### config.mk
export PLATFORM = sky130hd
export DESIGN_NAME = mmu_status_config
export DESIGN_NICKNAME = d
export VERILOG_FILES = /design/src/include/mmu_status_pkg.sv /design/src/rtl/ctl_consistency.sv /design/src/rtl/mmu_status_config.sv
export SDC_FILE = /design/constraint.sdc
export NUM_CORES = 1
export LEC_CHECK = 0
export CORE_UTILIZATION = 50
export CTS_CLUSTER_DIAMETER = 30
export CTS_CLUSTER_SIZE = 28
export DETAILED_ROUTE_END_ITERATION = 12
export DONT_BUFFER_PORTS = 1
export GPL_TIMING_DRIVEN = 1
export HOLD_SLACK_MARGIN = 0.06
export SLEW_MARGIN = 0
export SYNTH_ARGS = -nofsm -noshare
export SYNTH_HDL_FRONTEND = slang
export SYNTH_SLANG_ARGS = --single-unit
### constraint.sdc
create_clock -name REF_CLK_I -period 3.95 [get_ports REF_CLK_I]
set_clock_uncertainty 0.05 [all_clocks]
set_input_delay 0.5925 -clock REF_CLK_I [delete_from_list [all_inputs] [get_ports REF_CLK_I]]
set_output_delay 0.5925 -clock REF_CLK_I [all_outputs]
set_load 0.05 [all_outputs]
### src/include/mmu_status_pkg.sv
package mmu_status_pkg;

  // ****************************************************************
  // Register selects for the move instruction
  // ****************************************************************
  localparam logic [2:0] SEL_CPU_ROOT = 3'h0;
  localparam logic [2:0] SEL_SUP_ROOT = 3'h1;
  localparam logic [2:0] SEL_CONTROL = 3'h2;
  localparam logic [2:0] SEL_WINDOW_ZERO = 3'h3;
  localparam logic [2:0] SEL_WINDOW_ONE = 3'h4;
  localparam logic [2:0] SEL_FAULT_STATUS = 3'h5;

  // ****************************************************************
  // Control, window and root pointer fields
  // ****************************************************************
  localparam int CTL_ENABLE_BIT = 31;
  localparam int CTL_PAGE_LSB = 20;
  localparam int CTL_SHIFT_LSB = 16;
  localparam int CTL_IDX_A_LSB = 12;
  localparam int CTL_IDX_B_LSB = 8;
  localparam int CTL_IDX_C_LSB = 4;
  localparam int CTL_IDX_D_LSB = 0;
  localparam logic [6:0] CTL_ADDR_BITS = 7'h20;
  localparam int WINDOW_ENABLE_BIT = 15;
  localparam int ROOT_DT_LSB = 32;
  localparam logic [1:0] ROOT_DT_INVALID = 2'h0;

  // ****************************************************************
  // Fault status fields and reset values
  // ****************************************************************
  localparam int FS_BERR_BIT = 15;
  localparam int FS_LIMIT_BIT = 14;
  localparam int FS_SUPER_BIT = 13;
  localparam int FS_WPROT_BIT = 11;
  localparam int FS_INVALID_BIT = 10;
  localparam int FS_MOD_BIT = 9;
  localparam int FS_TRANSP_BIT = 6;
  localparam int FS_LEVEL_LSB = 0;
  localparam logic [2:0] FS_LEVEL_MAX = 3'h7;
  localparam logic [15:0] FS_RESET = 16'h0000;
  localparam logic [31:0] REG32_RESET = 32'h0000_0000;
  localparam logic [63:0] REG64_RESET = 64'h0000_0000_0000_0000;

  // ****************************************************************
  // Carriers
  // ****************************************************************
  typedef struct packed {
    logic hit;
    logic berr;
    logic wprot;
    logic modified;
  } cache_look_s;

  typedef struct packed {
    logic berr;
    logic limit;
    logic super_only;
    logic wprot;
    logic bad_type;
    logic page;
    logic modified;
  } walk_desc_s;

endpackage

### src/rtl/ctl_consistency.sv
`timescale 1ns/1ps
// Checks a control word: index sum plus page size and shift, and page-size code
module ctl_consistency (
  input wire logic [31:0] ctl_i,
  output logic sum_ok_o,
  output logic page_ok_o
);

  logic [6:0] sum;
  logic [3:0] idx_a;
  logic [3:0] idx_b;
  logic [3:0] idx_c;
  logic [3:0] idx_d;

  assign idx_a = ctl_i[mmu_status_pkg::CTL_IDX_A_LSB +: 4];
  assign idx_b = ctl_i[mmu_status_pkg::CTL_IDX_B_LSB +: 4];
  assign idx_c = ctl_i[mmu_status_pkg::CTL_IDX_C_LSB +: 4];
  assign idx_d = ctl_i[mmu_status_pkg::CTL_IDX_D_LSB +: 4];

  // Index fields summed up to the first zero field
  // sum of fields
  always_comb begin
    sum = {3'h0, ctl_i[mmu_status_pkg::CTL_PAGE_LSB +: 4]}
        + {3'h0, ctl_i[mmu_status_pkg::CTL_SHIFT_LSB +: 4]}
        + {3'h0, idx_a};
    if (idx_a != 4'h0) begin
      sum = sum + {3'h0, idx_b};
      if (idx_b != 4'h0) begin
        sum = sum + {3'h0, idx_c};
        if (idx_c != 4'h0) begin
          sum = sum + {3'h0, idx_d};
        end
      end
    end
  end

  assign sum_ok_o = (sum == mmu_status_pkg::CTL_ADDR_BITS);
  assign page_ok_o = ctl_i[mmu_status_pkg::CTL_PAGE_LSB + 3];

endmodule

### src/rtl/mmu_status_config.sv
`timescale 1ns/1ps
// Fault status capture and translation register load checking
module mmu_status_config #(
  parameter logic [7:0] CFG_VECTOR = 8'h40  // Vector number, arbitrary default
) (
  input wire logic REF_CLK_I,
  input wire logic RST_N_I,
  input wire logic MOVE_REQ_I,
  input wire logic MOVE_WRITE_I,
  input wire logic [2:0] MOVE_SEL_I,
  input wire logic MOVE_FD_I,
  input wire logic [63:0] MOVE_WDATA_I,
  output logic MOVE_ACK_O,
  output logic [63:0] MOVE_RDATA_O,
  input wire logic PROBE_REQ_I,
  input wire logic [2:0] PROBE_LEVEL_I,
  input wire logic [2:0] PROBE_FC_I,
  input wire mmu_status_pkg::cache_look_s CACHE_LOOK_I,
  input wire logic WINDOW_MATCH_I,
  input wire logic WALK_DESC_VALID_I,
  input wire mmu_status_pkg::walk_desc_s WALK_DESC_I,
  input wire logic WALK_DONE_I,
  output logic PROBE_BUSY_O,
  output logic PROBE_DONE_O,
  output logic [15:0] FAULT_STATUS_O,
  output logic FLUSH_ALL_O,
  output logic CFG_EXC_O,
  output logic [7:0] CFG_VECTOR_O,
  output logic [31:0] CONTROL_O,
  output logic [31:0] WINDOW_ZERO_O,
  output logic [31:0] WINDOW_ONE_O,
  output logic [63:0] CPU_ROOT_O,
  output logic [63:0] SUP_ROOT_O
);

  // ****************************************************************
  // Declarations
  // ****************************************************************
  typedef enum logic {ST_IDLE, ST_WALK} probe_state_e;

  probe_state_e state_r;
  logic [31:0] control_r;
  logic [31:0] window_zero_r;
  logic [31:0] window_one_r;
  logic [63:0] cpu_root_r;
  logic [63:0] sup_root_r;
  logic [15:0] status_r;
  logic [15:0] status_nxt;
  logic [63:0] rdata_r;
  logic ack_r;
  logic flush_r;
  logic cfg_exc_r;
  logic done_r;
  logic fc_top_r;
  logic acc_berr_r;
  logic acc_limit_r;
  logic acc_super_r;
  logic acc_wprot_r;
  logic acc_bad_r;
  logic acc_mod_r;
  logic [2:0] acc_level_r;
  logic acc_berr_nxt;
  logic acc_limit_nxt;
  logic acc_super_nxt;
  logic acc_wprot_nxt;
  logic acc_bad_nxt;
  logic acc_mod_nxt;
  logic [2:0] acc_level_nxt;
  logic wr_req;
  logic ctl_load;
  logic root_load;
  logic trans_load;
  logic sum_ok;
  logic page_ok;
  logic ctl_bad;
  logic root_bad;
  logic cache_probe;
  logic walk_finish;
  logic status_load;

  // ****************************************************************
  // Request decode
  // ****************************************************************
  assign wr_req = MOVE_REQ_I && MOVE_WRITE_I;
  assign ctl_load = wr_req && (MOVE_SEL_I == mmu_status_pkg::SEL_CONTROL);
  assign root_load = wr_req && ((MOVE_SEL_I == mmu_status_pkg::SEL_CPU_ROOT)
                             || (MOVE_SEL_I == mmu_status_pkg::SEL_SUP_ROOT));
  assign trans_load = wr_req && (MOVE_SEL_I <= mmu_status_pkg::SEL_WINDOW_ONE);
  assign status_load = wr_req && (MOVE_SEL_I == mmu_status_pkg::SEL_FAULT_STATUS);
  assign cache_probe = PROBE_REQ_I && (state_r == ST_IDLE) && (PROBE_LEVEL_I == 3'h0);
  assign walk_finish = (state_r == ST_WALK) && WALK_DONE_I;

  ctl_consistency u_check (
    .ctl_i(MOVE_WDATA_I[31:0]),
    .sum_ok_o(sum_ok),
    .page_ok_o(page_ok)
  );

  // Enabled word must add up; page code is checked on every load
  // enabled sum check
  assign ctl_bad = ctl_load && ((MOVE_WDATA_I[mmu_status_pkg::CTL_ENABLE_BIT] && !sum_ok)
                             || !page_ok);
  assign root_bad = root_load
      && (MOVE_WDATA_I[mmu_status_pkg::ROOT_DT_LSB +: 2] == mmu_status_pkg::ROOT_DT_INVALID);

  // ****************************************************************
  // Translation registers
  // ****************************************************************
  // Control word, enable dropped when the word fails its check
  // reset clears the whole word
  always_ff @(posedge REF_CLK_I or negedge RST_N_I) begin
    if (!RST_N_I) begin
      control_r <= mmu_status_pkg::REG32_RESET;
    end else if (ctl_load) begin
      control_r <= MOVE_WDATA_I[31:0];
      if (ctl_bad) begin
        control_r[mmu_status_pkg::CTL_ENABLE_BIT] <= 1'b0;
      end
    end
  end

  // Transparent windows
  always_ff @(posedge REF_CLK_I or negedge RST_N_I) begin
    if (!RST_N_I) begin
      window_zero_r <= mmu_status_pkg::REG32_RESET;
      window_one_r <= mmu_status_pkg::REG32_RESET;
    end else if (wr_req) begin
      if (MOVE_SEL_I == mmu_status_pkg::SEL_WINDOW_ZERO) begin
        window_zero_r <= MOVE_WDATA_I[31:0];
      end
      if (MOVE_SEL_I == mmu_status_pkg::SEL_WINDOW_ONE) begin
        window_one_r <= MOVE_WDATA_I[31:0];
      end
    end
  end

  // Root pointers are stored even when their type is invalid
  // store in the same cycle as exception
  always_ff @(posedge REF_CLK_I or negedge RST_N_I) begin
    if (!RST_N_I) begin
      cpu_root_r <= mmu_status_pkg::REG64_RESET;
      sup_root_r <= mmu_status_pkg::REG64_RESET;
    end else if (wr_req) begin
      if (MOVE_SEL_I == mmu_status_pkg::SEL_CPU_ROOT) begin
        cpu_root_r <= MOVE_WDATA_I;
      end
      if (MOVE_SEL_I == mmu_status_pkg::SEL_SUP_ROOT) begin
        sup_root_r <= MOVE_WDATA_I;
      end
    end
  end

  // ****************************************************************
  // Move answer, flush and configuration exception
  // ****************************************************************
  // Read data for the selected register, acknowledge one cycle later
  // read all six
  always_ff @(posedge REF_CLK_I or negedge RST_N_I) begin
    if (!RST_N_I) begin
      rdata_r <= mmu_status_pkg::REG64_RESET;
      ack_r <= 1'b0;
    end else begin
      ack_r <= MOVE_REQ_I;
      if (MOVE_REQ_I && !MOVE_WRITE_I) begin
        case (MOVE_SEL_I)
          mmu_status_pkg::SEL_CPU_ROOT: rdata_r <= cpu_root_r;
          mmu_status_pkg::SEL_SUP_ROOT: rdata_r <= sup_root_r;
          mmu_status_pkg::SEL_CONTROL: rdata_r <= {32'h0000_0000, control_r};
          mmu_status_pkg::SEL_WINDOW_ZERO: rdata_r <= {32'h0000_0000, window_zero_r};
          mmu_status_pkg::SEL_WINDOW_ONE: rdata_r <= {32'h0000_0000, window_one_r};
          mmu_status_pkg::SEL_FAULT_STATUS: rdata_r <= {48'h0000_0000_0000, status_r};
          default: rdata_r <= mmu_status_pkg::REG64_RESET;
        endcase
      end
    end
  end

  // Flush pulse and exception pulse, both with the acknowledge
  // optional flush
  always_ff @(posedge REF_CLK_I or negedge RST_N_I) begin
    if (!RST_N_I) begin
      flush_r <= 1'b0;
      cfg_exc_r <= 1'b0;
    end else begin
      flush_r <= trans_load && !MOVE_FD_I;
      cfg_exc_r <= ctl_bad || root_bad;
    end
  end

  // ****************************************************************
  // Probe sequencing and walk accumulation
  // ****************************************************************
  // Walk flags gathered per descriptor, the last read included
  // any write protect
  always_comb begin
    acc_berr_nxt = acc_berr_r;
    acc_limit_nxt = acc_limit_r;
    acc_super_nxt = acc_super_r;
    acc_wprot_nxt = acc_wprot_r;
    acc_bad_nxt = acc_bad_r;
    acc_mod_nxt = acc_mod_r;
    acc_level_nxt = acc_level_r;
    if (WALK_DESC_VALID_I && (state_r == ST_WALK)) begin
      acc_berr_nxt = acc_berr_r | WALK_DESC_I.berr;
      acc_limit_nxt = acc_limit_r | WALK_DESC_I.limit;
      acc_super_nxt = acc_super_r | (WALK_DESC_I.super_only && !fc_top_r);
      acc_wprot_nxt = acc_wprot_r | WALK_DESC_I.wprot;
      acc_bad_nxt = acc_bad_r | WALK_DESC_I.bad_type;
      if (WALK_DESC_I.page) begin
        acc_mod_nxt = WALK_DESC_I.modified;
      end
      if (acc_level_r != mmu_status_pkg::FS_LEVEL_MAX) begin
        acc_level_nxt = acc_level_r + 3'h1;
      end
    end
  end

  // Probe state and accumulators
  always_ff @(posedge REF_CLK_I or negedge RST_N_I) begin
    if (!RST_N_I) begin
      state_r <= ST_IDLE;
      fc_top_r <= 1'b0;
      acc_berr_r <= 1'b0;
      acc_limit_r <= 1'b0;
      acc_super_r <= 1'b0;
      acc_wprot_r <= 1'b0;
      acc_bad_r <= 1'b0;
      acc_mod_r <= 1'b0;
      acc_level_r <= 3'h0;
    end else begin
      case (state_r)
        ST_IDLE: begin
          if (PROBE_REQ_I && (PROBE_LEVEL_I != 3'h0)) begin
            state_r <= ST_WALK;
            fc_top_r <= PROBE_FC_I[2];
            acc_berr_r <= 1'b0;
            acc_limit_r <= 1'b0;
            acc_super_r <= 1'b0;
            acc_wprot_r <= 1'b0;
            acc_bad_r <= 1'b0;
            acc_mod_r <= 1'b0;
            acc_level_r <= 3'h0;
          end
        end
        ST_WALK: begin
          acc_berr_r <= acc_berr_nxt;
          acc_limit_r <= acc_limit_nxt;
          acc_super_r <= acc_super_nxt;
          acc_wprot_r <= acc_wprot_nxt;
          acc_bad_r <= acc_bad_nxt;
          acc_mod_r <= acc_mod_nxt;
          acc_level_r <= acc_level_nxt;
          if (WALK_DONE_I) begin
            state_r <= ST_IDLE;
          end
        end
        default: state_r <= ST_IDLE;
      endcase
    end
  end

  // ****************************************************************
  // Fault status value
  // ****************************************************************
  // Status word built for a cache probe or a finished walk
  always_comb begin
    status_nxt = mmu_status_pkg::FS_RESET;
    if (cache_probe) begin
      if (WINDOW_MATCH_I) begin
        status_nxt[mmu_status_pkg::FS_TRANSP_BIT] = 1'b1;
      end else begin
        status_nxt[mmu_status_pkg::FS_BERR_BIT] = CACHE_LOOK_I.hit && CACHE_LOOK_I.berr;
        status_nxt[mmu_status_pkg::FS_WPROT_BIT] = CACHE_LOOK_I.wprot;
        status_nxt[mmu_status_pkg::FS_INVALID_BIT] = !CACHE_LOOK_I.hit || CACHE_LOOK_I.berr;
        status_nxt[mmu_status_pkg::FS_MOD_BIT] = CACHE_LOOK_I.modified;
      end
    end else begin
      status_nxt[mmu_status_pkg::FS_BERR_BIT] = acc_berr_nxt;
      status_nxt[mmu_status_pkg::FS_LIMIT_BIT] = acc_limit_nxt;
      status_nxt[mmu_status_pkg::FS_SUPER_BIT] = acc_super_nxt;
      status_nxt[mmu_status_pkg::FS_WPROT_BIT] = acc_wprot_nxt;
      status_nxt[mmu_status_pkg::FS_INVALID_BIT] = acc_bad_nxt || acc_berr_nxt
                                                || acc_limit_nxt;
      status_nxt[mmu_status_pkg::FS_MOD_BIT] = acc_mod_nxt;
      status_nxt[mmu_status_pkg::FS_LEVEL_LSB +: 3] = acc_level_nxt;
    end
  end

  // Status held until a probe finishes or software loads it; probe wins
  // hold status
  always_ff @(posedge REF_CLK_I or negedge RST_N_I) begin
    if (!RST_N_I) begin
      status_r <= mmu_status_pkg::FS_RESET;
      done_r <= 1'b0;
    end else begin
      done_r <= cache_probe || walk_finish;
      if (cache_probe || walk_finish) begin
        status_r <= status_nxt;
      end else if (status_load) begin
        status_r <= MOVE_WDATA_I[15:0];
      end
    end
  end

  // ****************************************************************
  // Outputs
  // ****************************************************************
  assign MOVE_ACK_O = ack_r;
  assign MOVE_RDATA_O = rdata_r;
  assign PROBE_BUSY_O = (state_r == ST_WALK);
  assign PROBE_DONE_O = done_r;
  assign FAULT_STATUS_O = status_r;
  assign FLUSH_ALL_O = flush_r;
  assign CFG_EXC_O = cfg_exc_r;
  assign CFG_VECTOR_O = CFG_VECTOR;
  assign CONTROL_O = control_r;
  assign WINDOW_ZERO_O = window_zero_r;
  assign WINDOW_ONE_O = window_one_r;
  assign CPU_ROOT_O = cpu_root_r;
  assign SUP_ROOT_O = sup_root_r;
endmodule

Yosys cells after proc, flatten, opt, wreduce, memory -nomap -nowiden

Cells that the tools add are included.

Shifts and indexed selects: 0
Multipliers: 0
Multiplexer cells: 36
Bitwise gates (word level): 6
Divide/modulo/power cells: 0
$lt $le $gt $ge: 1
Eq/ne operators: 8
Reductions and logical operators: 43
Add/subtract/negate cells: 6

Operators by type and width:

| kind                | count |
|---|---|
| $pmux 64 s6         | 1 |
| $mux 16             | 2 |
| $add 7x4->7         | 4 |
| $mux 7              | 3 |
| $mux 3              | 6 |
| $logic_and 1x1->1   | 17 |
| $mux 1              | 15 |
| $pmux 1 s2          | 7 |
| $reduce_bool 4->1   | 3 |
| $reduce_and 2->1    | 5 |
| $eq 7x6->1 const B  | 1 |
| $logic_or 1x1->1    | 7 |
| $eq 3x2->1 const B  | 2 |
| $eq 3x3->1 const B  | 2 |
| $logic_not 1->1     | 6 |
| $logic_not 3->1     | 2 |
| $pmux 3 s2          | 1 |
| $add 4x4->5         | 1 |
| $or 1x1->1          | 5 |
| $add 3x1->3 const B | 1 |
| $eq 3x1->1 const B  | 1 |
| $le 3x3->1 const B  | 1 |
| $ne 3x3->1 const B  | 1 |
| $reduce_bool 3->1   | 1 |
| other kinds (5)     | 5 |

Input port bits: 93
Memory bits (writable): 0
Latch bits: 0
Output and inout port bits: 317
Register bits: 319
Bits in read-only memories: 0
Logic and storage cells: 120
Memories: 0

Depth between registers and ports, before layout

Gate-level depths: netlist of the first run.

Depth after elaboration: 14
Depth in mapped cells: 20
Depth with buffers taken out: 20

Cells and area by module

From an unflattened synthesis of the first run, not the netlist that was laid out.

Cells, all modules: 1120
Area total of the unflattened synthesis: 14450.1 µm²

By module, submodules not included:

| module            | area an instance (µm²) | sequential area each (µm²) | cells each | instances |
|---|---|---|---|---|
| mmu_status_config | 13452.9                | 7982.7                     | 1002       | 1 |
| ctl_consistency   | 997.2                  | 0.0                        | 118        | 1 |

Least setup slack after synthesis of the first run

No wires, ideal clock.

Path kind: input port to flip-flop
Start point: input port MOVE_WDATA_I[16]
End point: register cfg_exc_r (netlist: CFG_EXC_O)
Stages: 17
Path buffers: 0
Setup slack: -0.835 ns
Data arrival time: 4.615 ns
Library setup time: 0.120 ns
Required time: 3.780 ns
Cells stage by stage: ha_1 -> fa_1 -> inv_1 -> fa_1 -> fa_1 -> inv_1 -> ha_1 -> a21o_1 -> a21oi_1 -> xnor2_1 -> ha_1 -> a211o_1 -> o211ai_2 -> or4_1 -> o311ai_1 -> o211a_1 -> a21oi_2

Word-level cells in the longest chain between the ends: 14

Ends and longest elaborated chain:

| what                 | RTL line                 | source |
|---|---|---|
| start, declared      | mmu_status_config.sv:12  | `input wire logic [63:0] MOVE_WDATA_I,` |
| $add 4x4->5 *        | ctl_consistency.sv:24    | `+ {3'h0, ctl_i[mmu_status_pkg::CTL_SHIFT_LSB +: 4]}` |
| $add 7x4->7 *        | ctl_consistency.sv:25    | `+ {3'h0, idx_a};` |
| $add 7x4->7          | ctl_consistency.sv:27    | `sum = sum + {3'h0, idx_b};` |
| $add 7x4->7          | ctl_consistency.sv:29    | `sum = sum + {3'h0, idx_c};` |
| $add 7x4->7          | ctl_consistency.sv:31    | `sum = sum + {3'h0, idx_d};` |
| $mux 7               | ctl_consistency.sv:30    | `if (idx_c != 4'h0) begin` |
| $mux 7               | ctl_consistency.sv:28    | `if (idx_b != 4'h0) begin` |
| $mux 7 *             | ctl_consistency.sv:26    | `if (idx_a != 4'h0) begin` |
| $eq 7x6->1 *         | ctl_consistency.sv:37    | `assign sum_ok_o = (sum == mmu_status_pkg::CTL_ADDR_BITS);` |
| $logic_not 1->1 *    | mmu_status_config.sv:101 | `assign ctl_bad = ctl_load && ((MOVE_WDATA_I[mmu_status_pkg::CTL_ENABLE_BIT] && !sum_ok)` |
| $logic_and 1x1->1 *  | mmu_status_config.sv:101 |  |
| $logic_or 1x1->1 *   | mmu_status_config.sv:102 | `\|\| !page_ok);` |
| $logic_and 1x1->1 *  | mmu_status_config.sv:101 |  |
| $logic_or 1x1->1 *   | mmu_status_config.sv:186 | `cfg_exc_r <= ctl_bad \|\| root_bad;` |
| end signal, assigned | mmu_status_config.sv:186 |  |
| end, declared        | mmu_status_config.sv:52  | `logic cfg_exc_r;` |

Mark *: on every way between the ends. The rest lies on a longest branch, timed or not.
A chain may end at the register's enable or synchronous reset.

Worst setup path after layout of the first run

Start point: input port MOVE_WDATA_I[20]
End point: register control_r[31] (netlist: CONTROL_O[31])

Word-level cells in the longest chain between the ends: 14

Ends and longest elaborated chain:

| what                 | RTL line                 | source |
|---|---|---|
| $add 4x4->5 *        | ctl_consistency.sv:24    |  |
| $add 7x4->7 *        | ctl_consistency.sv:25    |  |
| $add 7x4->7          | ctl_consistency.sv:27    |  |
| $add 7x4->7          | ctl_consistency.sv:29    |  |
| $add 7x4->7          | ctl_consistency.sv:31    |  |
| $mux 7               | ctl_consistency.sv:30    |  |
| $mux 7               | ctl_consistency.sv:28    |  |
| $mux 7 *             | ctl_consistency.sv:26    |  |
| $eq 7x6->1 *         | ctl_consistency.sv:37    |  |
| $logic_not 1->1 *    | mmu_status_config.sv:101 |  |
| $logic_and 1x1->1 *  | mmu_status_config.sv:101 |  |
| $logic_or 1x1->1 *   | mmu_status_config.sv:102 |  |
| $logic_and 1x1->1 *  | mmu_status_config.sv:101 |  |
| $mux 1 *             | mmu_status_config.sv:116 | `if (ctl_bad) begin` |
| end signal, assigned | mmu_status_config.sv:113 | `control_r <= mmu_status_pkg::REG32_RESET;` |
| end signal, assigned | mmu_status_config.sv:115 | `control_r <= MOVE_WDATA_I[31:0];` |
| end, declared        | mmu_status_config.sv:42  | `logic [31:0] control_r;` |

Marked as above.

==> results by group, run 1 <==
Floorplanning
  • I/O pins: ~400
  • Site Rows: between 60 and 70
  • Die Wd: 173 um
  • Core area: 28700 um2
  • Die footprint: ~30000 um2
  • Die span in y: 173 um
  • Initial Utilization: 0.508

Clock tree
  • CTS tree: done
  • Clk buf depth: 3
  • Clock buffer count from CTS: 70
  • Root buf cell: clkbuf_16
  • CTS Hold Buffers Added: 3
  • H-tree Lvls: 3
  • Sink Count: approximately 320
  • Clk pin slew, worst setup/hold paths: approximately 0.04 ns
  • Clock latency on the worst-skew pair: 0.56 ns

Critical path
  • Type of the worst setup path: in2reg
  • CP max stage delay: 0.57 ns
  • Worst Path Arrival: between 4 and 5 ns
  • CP max stage cell: fa_2
  • Critical Path RT: between 4 and 5 ns
  • Reg2Reg Setup Slack: just under 2 ns
  • FF-to-FF Start: PROBE_BUSY_O$_DFF_PN0_
  • CP Cell Sequence: ha_4 > fa_1 > inv_1 > fa_2 > fa_2 > fa_1 > xnor2_2 > ha_1 > nand4b_1 > nor4b_4 > buf_4 > o21ai_1 > a21oi_1 > mux2i_1 > and4_1 > o22ai_1
  • Critical path buffers and inverters: 2
  • CP startpoint kind: primary input
  • Cells on worst reg2reg path: 6
  • Crit end category: flip-flop
  • Setup crit start: MOVE_WDATA_I[20]
  • Largest delay contributor family on the critical path: adder cells
  • RR Endpoint: FAULT_STATUS_O[10]$_DFFE_PN0P_
  • Critical path fanouts, max: 6

Synthesis
  • Number of synthesized flops with an enable pin: 0
  • Avg Cell Area, Syn: 12.3 um2
  • Top cells by area, synth: dfrtp_1 55%, mux2_2 17%, a22oi_1 4.0%, nand2_1 2.7%, o21ai_0 2.2%
  • Warnings from Yosys: 0
  • #FFs+latches synth: 319
  • Cells after synthesis: ~1200
  • Synth cell types: 66
  • Synthesized cell area: about 15000 um2
  • Sequential-to-total area share from yosys stat: 0.548
  • Count leader, synth: dfrtp_1
  • List of most frequent post-synthesis cells: 319 x dfrtp_1, 220 x mux2_2, 105 x nand2_1, 77 x a22oi_1, 65 x o21ai_0
  • Post-synth top flop: dfrtp_1
  • Async set-reset flop share out of synthesis: 1.00
  • Cell taking the most area after synthesis: dfrtp_1
  • Post-synth top area share: 0.548

Detailed routing
  • Drt first-iter violations: ~830
  • WL final: between 40000 and 50000 um
  • Drt wl/cell: 26.9 um
  • DRC errors left: 0
  • Via count: between 10000 and 15000
  • DR vias/cell: around 6.2
  • Drt pass-1 iters: 5
  • Final ANT Viol Nets: 0

Pwr
  • Power share of the clock group: 0.400
  • P_leak: 7.86 nW
  • Pint: 9.45 mW
  • Logic pwr share: 0.145
  • Max VDD drop: 0.467 mV
  • Net switching power: roughly 6.0 mW
  • Power Dens Cells: just under 900 nW/um2
  • Switching share of power: 0.390
  • Sequential power share: 0.455
  • Total Power: roughly 15 mW

Placed design
  • IO Port Bufs: 0
  • Detail Placement HPWL: slightly below 30000 um
  • Gp weighted congestion: just under 0.9
  • Placed Instances: about 1500

Cells and area
  • Syn-to-layout area delta: 22.9%
  • Diode count: 0
  • FILL cells: ~2200
  • Share of cells above drive strength 1: 0.335
  • Non-filler cells, final: approximately 1700
  • Total Nets Final: about 1400

STA
  • Max-slew headroom: 0.252
  • Unrepaired setup endpoints after global routing: true
  • Min Tclk post-route: roughly 4.3 ns
  • Slew @ Worst Pin: 1.12 ns
  • Max frequency: roughly 230 MHz
  • Setup TNS Final: -0.775 ns
  • Hold slack: -0.310 ns
  • Final worst slack: -0.390 ns
  • Setup violations, final: 2
  • Endpoints failing hold: 319
  • Max Slew Vio Count: 0
  • Part of the cycle the worst path needs: 1.10

Global route
  • Vias in the first global route: between 10000 and 15000
  • Initial antenna violation count: 0
  • Congestion Overflow GR: 0
  • Largest net degree at the start of global routing: 320
  • Global-route usage over all layers: 0.302
  • First-pass GRT wire length: 68900 um

Outcome
  • Failing checks: negative hold slack, negative setup slack
  • Status: finished with violations

Job
  • Max Cap Viol: 0

Worst hold path
  • Worst min path class: in2async
==> kinds of logic (layout without fill, tap and decap cells) <==
| logic type | after synthesis | count (layout) | share of synthesized area |
|---|---|---|---|
| compound gates | 277 | 277 | 0.131 |
| xor+xnor | 12 | 12 | 0.00919 |
| fa+ha+maj | 28 | 28 | 0.0266 |
| buf+inv | 98 | 205 | 0.0299 |
| flops | 319 | 319 | 0.548 |
| mux | 250 | 250 | 0.192 |
| other cells | 2 | 8 | 0.000515 |
| simple gates | 198 | 198 | 0.0634 |
==> power groups by stage <==
stage	clock (mW)	sequential (mW)	combinational (mW)
4_1_cts	6.25	7.05	2.13
3_3_place_gp	0	7.09	1.98
2_1_floorplan	0	6.77	1.59
5_1_grt	6.41	7.13	2.47
6_report	6.19	7.05	2.25
3_5_place_dp	0	7.10	2.05
==> cells in the final DEF, fill, tap and decap left out, types with 15 or more instances in the layout <==
cell,instances
mux2i_1,17
a22oi_1,77
inv_1,16
a221oi_1,22
mux2_2,220
nand2_1,105
buf_4,57
o22ai_1,16
a22o_1,15
ha_1,19
o21ai_0,64
a21oi_1,30
dfrtp_1,319
nor2_1,26
clkbuf_16,72
==> stage by stage <==
stage / hold WS [ns] / area (um2) / util / setup slack, ns
CTS: -0.327 / 17800 / 0.621 / -0.451
finish: -0.310 / 17900 / 0.624 / -0.390
global route: -0.333 / 17900 / 0.624 / -0.593
floorplan: 0.247 / 14600 / - / -0.661
global placement: 0.254 / 15200 / 0.530 / -0.915
detailed placement: 0.255 / 15200 / 0.530 / -0.996
==> how the worst max path moves through the flow <==
stage	end	slack, ns	depth (start not counted)
after floorplan	CONTROL_O[31]$_DFFE_PN0P_	-0.66	18
after global placement	CONTROL_O[31]$_DFFE_PN0P_	-0.91	18
after detailed placement	CONTROL_O[31]$_DFFE_PN0P_	-1.0	19
after CTS	CONTROL_O[31]$_DFFE_PN0P_	-0.45	18
after global routing	CONTROL_O[31]$_DFFE_PN0P_	-0.59	20
final	CONTROL_O[31]$_DFFE_PN0P_	-0.39	16
==> sequential cells by signal, summed over array words and instances, names as in the netlist <==
| name | count |
|---|---|
| acc_super_r | 1 |
| WINDOW_ONE_O | 32 |
| MOVE_RDATA_O | 64 |
| CONTROL_O | 32 |
| CFG_EXC_O | 1 |
| acc_level_r | 3 |
| acc_bad_r | 1 |
| FAULT_STATUS_O | 16 |
| CPU_ROOT_O | 64 |
| SUP_ROOT_O | 64 |
| PROBE_BUSY_O | 1 |
| fc_top_r | 1 |
| acc_mod_r | 1 |
| acc_limit_r | 1 |
| acc_wprot_r | 1 |
| WINDOW_ZERO_O | 32 |
| MOVE_ACK_O | 1 |
| acc_berr_r | 1 |
| FLUSH_ALL_O | 1 |
| PROBE_DONE_O | 1 |
==> area by class of cell <==
class,instances,area (um2),share of cell area
flip-flops and latches,319,7980,0.446
multi-input cells,773,6390,0.356
clock buffers,92,1950,0.109
clock inverters,35,592,0.0330
well taps,384,480,0.0268
repair buffers,60,458,0.0256
inverters,18,67.6,0.00377
==> metal layers <==
metal / track usage / routed length (um) / vias to the layer above
met5: 0.00160 / 0 / -
met4: 0.111 / 1320 / 0
met3: 0.0983 / 4190 / 88
met2: 0.490 / 21600 / 476
met1: 0.378 / 18100 / 5372
li1: - / - / 4503
==> what timing repair did <==
action,4_1_cts,5_1_grt
buffers inserted,3,0
endpoints found under the hold margin,322,319
endpoints found under the setup margin,2,2
gates resized for setup,8,14
pin swaps,16,8
Note: power is estimated with default switching activity, not from simulation.
==> run 2: changes to the inputs <==
Settings changed: CORE_UTILIZATION 50 to 49.
==> results by group, run 2 (synthesis results as in run 1) <==
Outcome
  • Status: finished with violations
  • Failing checks: negative hold slack, negative setup slack

Floorplanning
  • Die span in y: approximately 170 um
  • Die footprint: 30400 um2
  • I/O pins: a little over 400
  • Site Rows: 62
  • Die Wd: between 150 and 200 um
  • Initial Utilization: 0.502
  • Core area: 29000 um2

Critical path
  • Largest delay contributor family on the critical path: adder cells
  • Type of the worst setup path: in2reg
  • CP Cell Sequence: ha_4 > fa_1 > inv_2 > fa_2 > fa_1 > buf_6 > fa_2 > inv_2 > fa_2 > buf_4 > xor2_1 > nor3_1 > nand3_1 > o32a_1 > a21oi_1 > o211a_1 > a21oi_2
  • CP max stage delay: between 0.5 and 0.6 ns
  • Worst Path Arrival: between 4 and 5 ns
  • Most frequent CP cell: fa_2
  • CP max stage cell: fa_1
  • Critical Path RT: 4.33 ns
  • Crit end category: flip-flop
  • Critical path buffers and inverters: 4
  • CP startpoint kind: primary input
  • Critical path fanouts, max: 6

Detailed routing
  • DRC errors left: 0
  • Via count: between 10000 and 15000
  • Drt first-iter violations: approximately 670
  • DR vias/cell: 6.19
  • Drt wl/cell: 27.2 um
  • Drt pass-1 iters: 5
  • Final ANT Viol Nets: 0
  • WL final: between 40000 and 50000 um

Clock tree
  • Root buf cell: clkbuf_16
  • Clk pin slew, worst setup/hold paths: about 0.04 ns
  • Sink Count: 319
  • CTS Hold Buffers Added: 3
  • Clock buffer count from CTS: 70
  • CTS tree: done
  • H-tree Lvls: 3
  • Clock latency on the worst-skew pair: between 0.5 and 0.6 ns
  • Clk buf depth: 3

Placed design
  • Detail Placement HPWL: a little under 30000 um
  • Gp weighted congestion: 0.863
  • Area after DPL: between 15000 and 20000 um2
  • IO Port Bufs: 0

Cells and area
  • Commonest non-fill, non-tap cell in the layout: dfrtp_1
  • Share of cells above drive strength 1: 0.351
  • Syn-to-layout area delta: 23.6%
  • Design Area, Final: 18000 um2
  • Commonest cells after routing, fill and taps aside: 319 x dfrtp_1, 220 x mux2_2, 105 x nand2_1, 77 x a22oi_1, 76 x buf_4
  • Total Nets Final: around 1400
  • FILL cells: ~2300

STA
  • Max-slew headroom: 0.262
  • Part of the cycle the worst path needs: 1.12
  • Slew @ Worst Pin: between 1 and 1.5 ns
  • Setup TNS Final: -0.881 ns
  • Max Slew Vio Count: 0
  • Max frequency: 227 MHz
  • Setup violations, final: 2
  • Endpoints failing hold: approximately 320
  • Min Tclk post-route: 4.41 ns
  • Unrepaired setup endpoints after global routing: true
  • Hold slack: -0.310 ns
  • Final worst slack: -0.462 ns

Global route
  • Initial antenna violation count: 1
  • First-pass GRT wire length: 69400 um
  • Congestion Overflow GR: 0
  • Global-route usage over all layers: 0.303
  • Largest net degree at the start of global routing: 320
  • Vias in the first global route: roughly 11000

Pwr
  • Power Dens Cells: roughly 860 nW/um2
  • P_leak: roughly 8 nW
  • Max VDD drop: 0.445 mV

Job
  • Max Cap Viol: 0

Worst hold path
  • Worst min path class: in2async
[run 2: cell types whose count changed in the layout (fill, tap and decap cells not counted), moves of 2 or more]
cell       delta
buf_4        +19
a21oi_4       +2
buf_6         +2
clkbuf_1      -2
a21oi_2       -2
bufinv_16     -5
clkinv_2      +6
[run 2: cell type report]
type	count	area (um2)	share of cell area
multi-input combinational	773	6440	0.358
inverter	18	67.6	0.00375
antenna	1	2.50	0.000139
clock buffer	90	1930	0.107
sequential	319	7980	0.443
tap	384	480	0.0267
timing repair buffer	82	643	0.0357
clock inverter	34	463	0.0257
[run 2: routing by layer]
metal  wire length (um)  vias to the layer above  track usage
met5                  0                        -            0
met4               1440                        0        0.117
met3               4550                       97        0.111
met2              22500                      499        0.492
met1              17800                     5403        0.365
li1                   -                     4538            -
[run 2: final timing paths]
path                                       startpoint                              to  slack (ns)  cells past startpoint
min reg2reg                acc_level_r[1]$_DFFE_PN0P_      acc_level_r[1]$_DFFE_PN0P_        0.46                      1
max in group asynchronous                     RST_N_I       CONTROL_O[18]$_DFFE_PN0P_        3.24                      0
max                                  MOVE_WDATA_I[16]             CFG_EXC_O$_DFF_PN0_       -0.46                     17
min in group REF_CLK_I                 WINDOW_MATCH_I  FAULT_STATUS_O[15]$_DFFE_PN0P_        0.09                      1
min                                           RST_N_I   WINDOW_ZERO_O[11]$_DFFE_PN0P_       -0.31                      0
max reg2reg                    PROBE_BUSY_O$_DFF_PN0_   FAULT_STATUS_O[1]$_DFFE_PN0P_        1.81                      6
[run 2: worst reg2reg max path, stage by stage (launching register included)]
cell and delay (ns):
dfrtp_1 0.46, buf_4 0.25, nand3b_1 0.38, nand2_1 0.58, nor2_1 0.11, a21oi_1 0.14, nor2_1 0.06
[run 2: metrics by stage]
step / util / setup WS [ns] / power, mW / cells
after floorplan: - / -0.661 / 8.36 / 1190
after global placement: 0.524 / -0.942 / 9.09 / 1548
after detailed placement: 0.524 / -0.975 / 9.16 / 1548
after CTS: 0.616 / -0.350 / 15.2 / 1696
after global routing: 0.621 / -0.553 / 15.9 / 1701
final: 0.621 / -0.462 / 15.4 / 1701
[run 2: power breakdown]
part	internal (mW)	switching, mW	leakage, nW
logic	1.41	1.12	2.75
registers	3.91	3.14	4.01
clock network	3.97	1.86	1.16
[run 2: what timing repair did]
action,CTS,global route
pin swaps,18,17
gates cloned,0,0
hold endpoints to repair,322,319
resized for setup,15,18
setup endpoints to repair,2,2
buffers inserted,21,4
==> run 3: changes to the inputs <==
Settings changed: PLACE_DENSITY from default to 0.73.
==> results by group, run 3 (synthesis results as in run 1) <==
Pwr
  • Pint: around 9.2 mW
  • Max VDD drop: 0.561 mV
  • Sequential power share: 0.463
  • Total Power: 15.2 mW
  • P_leak: approximately 8 nW
  • Logic pwr share: 0.162
  • Switching share of power: 0.399
  • Power share of the clock group: 0.375
  • Power Dens Cells: 857 nW/um2
  • Net switching power: 6.08 mW

STA
  • Max frequency: ~230 MHz
  • Hold slack: -0.293 ns
  • Endpoints failing hold: about 320
  • Unrepaired setup endpoints after global routing: true
  • Max-slew headroom: 0.272
  • Min Tclk post-route: between 4 and 5 ns
  • Max Slew Vio Count: 0
  • Slew @ Worst Pin: roughly 1.1 ns
  • Part of the cycle the worst path needs: 1.11
  • Final worst slack: -0.424 ns
  • Setup violations, final: 2

Floorplanning
  • Site Rows: 62
  • Die footprint: 30400 um2
  • Die Wd: approximately 170 um
  • Die span in y: around 170 um
  • Core area: around 29000 um2
  • I/O pins: 410
  • Initial Utilization: 0.502

Detailed routing
  • Routed wire length on met2: 23300 um
  • DRC errors left: 0
  • WL final: 47000 um
  • DR vias/cell: 6.35
  • Drt first-iter violations: 839
  • DR top layer: met4
  • Drt pass-1 iters: 5
  • Drt wl/cell: 28.1 um
  • Via count: 10600
  • Metal3 WL: 4290 um
  • M1 WL: ~18000 um
  • Final ANT Viol Nets: 0

Critical path
  • Crit end category: flip-flop
  • Type of the worst setup path: in2reg
  • RR Endpoint: FAULT_STATUS_O[10]$_DFFE_PN0P_
  • Most frequent CP cell: fa_1
  • CP startpoint kind: primary input
  • FF-to-FF Start: PROBE_BUSY_O$_DFF_PN0_
  • Reg2Reg Setup Slack: 1.93 ns
  • CP Cell Sequence: ha_4 > fa_1 > inv_1 > fa_2 > fa_1 > buf_4 > fa_1 > xnor2_2 > ha_4 > nand4b_1 > nor4b_2 > nand3_1 > a211oi_2 > mux2i_1 > buf_4 > nand4_1 > a21oi_2
  • CP max stage delay: 0.56 ns
  • Critical path fanouts, max: 6
  • Worst Path Arrival: ~4.8 ns
  • Cells on worst reg2reg path: 5
  • Critical Path RT: ~4.3 ns
  • CP max stage cell: fa_1

Cells and area
  • Non-filler cells, final: roughly 1700
  • Share of cells above drive strength 1: 0.342
  • Core Util, Final: 0.613
  • Commonest non-fill, non-tap cell in the layout: dfrtp_1
  • Commonest cells after routing, fill and taps aside: 319 x dfrtp_1, 220 x mux2_2, 105 x nand2_1, 77 x a22oi_1, 70 x clkbuf_16
  • Syn-to-layout area delta: 22.1%
  • Total Nets Final: 1362
  • Diode count: 0

Clock tree
  • CTS tree: done
  • Clk buf depth: 3
  • H-tree Lvls: 3
  • CTS Hold Buffers Added: 2
  • Root buf cell: clkbuf_16
  • Clk pin slew, worst setup/hold paths: ~0.05 ns
  • Sink Count: approximately 320
  • Clock buffer count from CTS: 67
  • Clock latency on the worst-skew pair: around 0.54 ns

Global route
  • Initial antenna violation count: 0
  • Largest net degree at the start of global routing: 320
  • First-pass GRT wire length: roughly 70000 um
  • Global-route usage over all layers: 0.305
  • Congestion Overflow GR: 0
  • Vias in the first global route: between 10000 and 15000

Job
  • Max Cap Viol: 0

Placed design
  • Placed Instances: between 1500 and 2000
  • IO Port Bufs: 0
  • Gp weighted congestion: between 0.8 and 0.9
  • Detail Placement HPWL: slightly above 30000 um

Outcome
  • Status: finished with violations
  • Failing checks: negative hold slack, negative setup slack

Worst hold path
  • Worst min path class: in2async
## run 3: worst max path at each step
stage,from,to,slack [ns],depth (start not counted)
floorplan,MOVE_WDATA_I[16],CONTROL_O[31]$_DFFE_PN0P_,-0.66,18
global route,MOVE_WDATA_I[16],CONTROL_O[31]$_DFFE_PN0P_,-0.57,19
global placement,MOVE_WDATA_I[16],CONTROL_O[31]$_DFFE_PN0P_,-0.89,18
detailed placement,MOVE_WDATA_I[16],CONTROL_O[31]$_DFFE_PN0P_,-0.99,18
finish,MOVE_WDATA_I[16],CFG_EXC_O$_DFF_PN0_,-0.42,17
CTS,MOVE_WDATA_I[16],CONTROL_O[31]$_DFFE_PN0P_,-0.38,18
## run 3: through the flow
step           area, um2  TNS, ns  worst slack (ns)
2_1_floorplan      14600    -1.30            -0.661
3_3_place_gp       15200    -1.72            -0.889
3_5_place_dp       15200    -1.98            -0.993
4_1_cts            17700   -0.683            -0.378
5_1_grt            17800    -1.15            -0.574
6_report           17800   -0.843            -0.424
## run 3: routing by layer
| metal | GRT usage | up-vias |
|---|---|---|
| li1 | - | 4483 |
| met1 | 0.360 | 5468 |
| met2 | 0.513 | 561 |
| met3 | 0.103 | 121 |
| met4 | 0.120 | 0 |
| met5 | 0 | - |
## run 3: what timing repair did
item                       in CTS  in global routing
setup endpoints to repair       2                  2
hold endpoints to repair      321                319
setup buffers                   7                  3
pin swaps                      13                 15
gates resized for setup        14                 14
## run 3: worst max-delay path, delay by kind of cell
kind / cells / cell delay [ns]
AND/OR/NAND/NOR: 4 / 0.65
multiplexers: 1 / 0.12
XOR/XNOR: 1 / 0.19
adder cells (fa/ha/maj): 6 / 2.49
AO/OA/AOI/OAI: 2 / 0.33
buffers and inverters: 3 / 0.38
## run 3: power by group through the flow
stage	logic (mW)	registers, mW	clock network, mW
2_1_floorplan	1.59	6.77	0
3_3_place_gp	1.97	7.08	0
3_5_place_dp	2.07	7.11	0
4_1_cts	2.28	7.06	5.77
5_1_grt	2.66	7.13	5.92
6_report	2.47	7.05	5.72
## run 3: layout make-up
cell class,instances,area (um2)
Fill cell,2207,11200
Clock buffer,84,1880
Multi-Input combinational cell,773,6440
Tap cell,384,480
Clock inverter,34,440
Inverter,18,67.6
Sequential cell,319,7980
Timing Repair Buffer,62,495
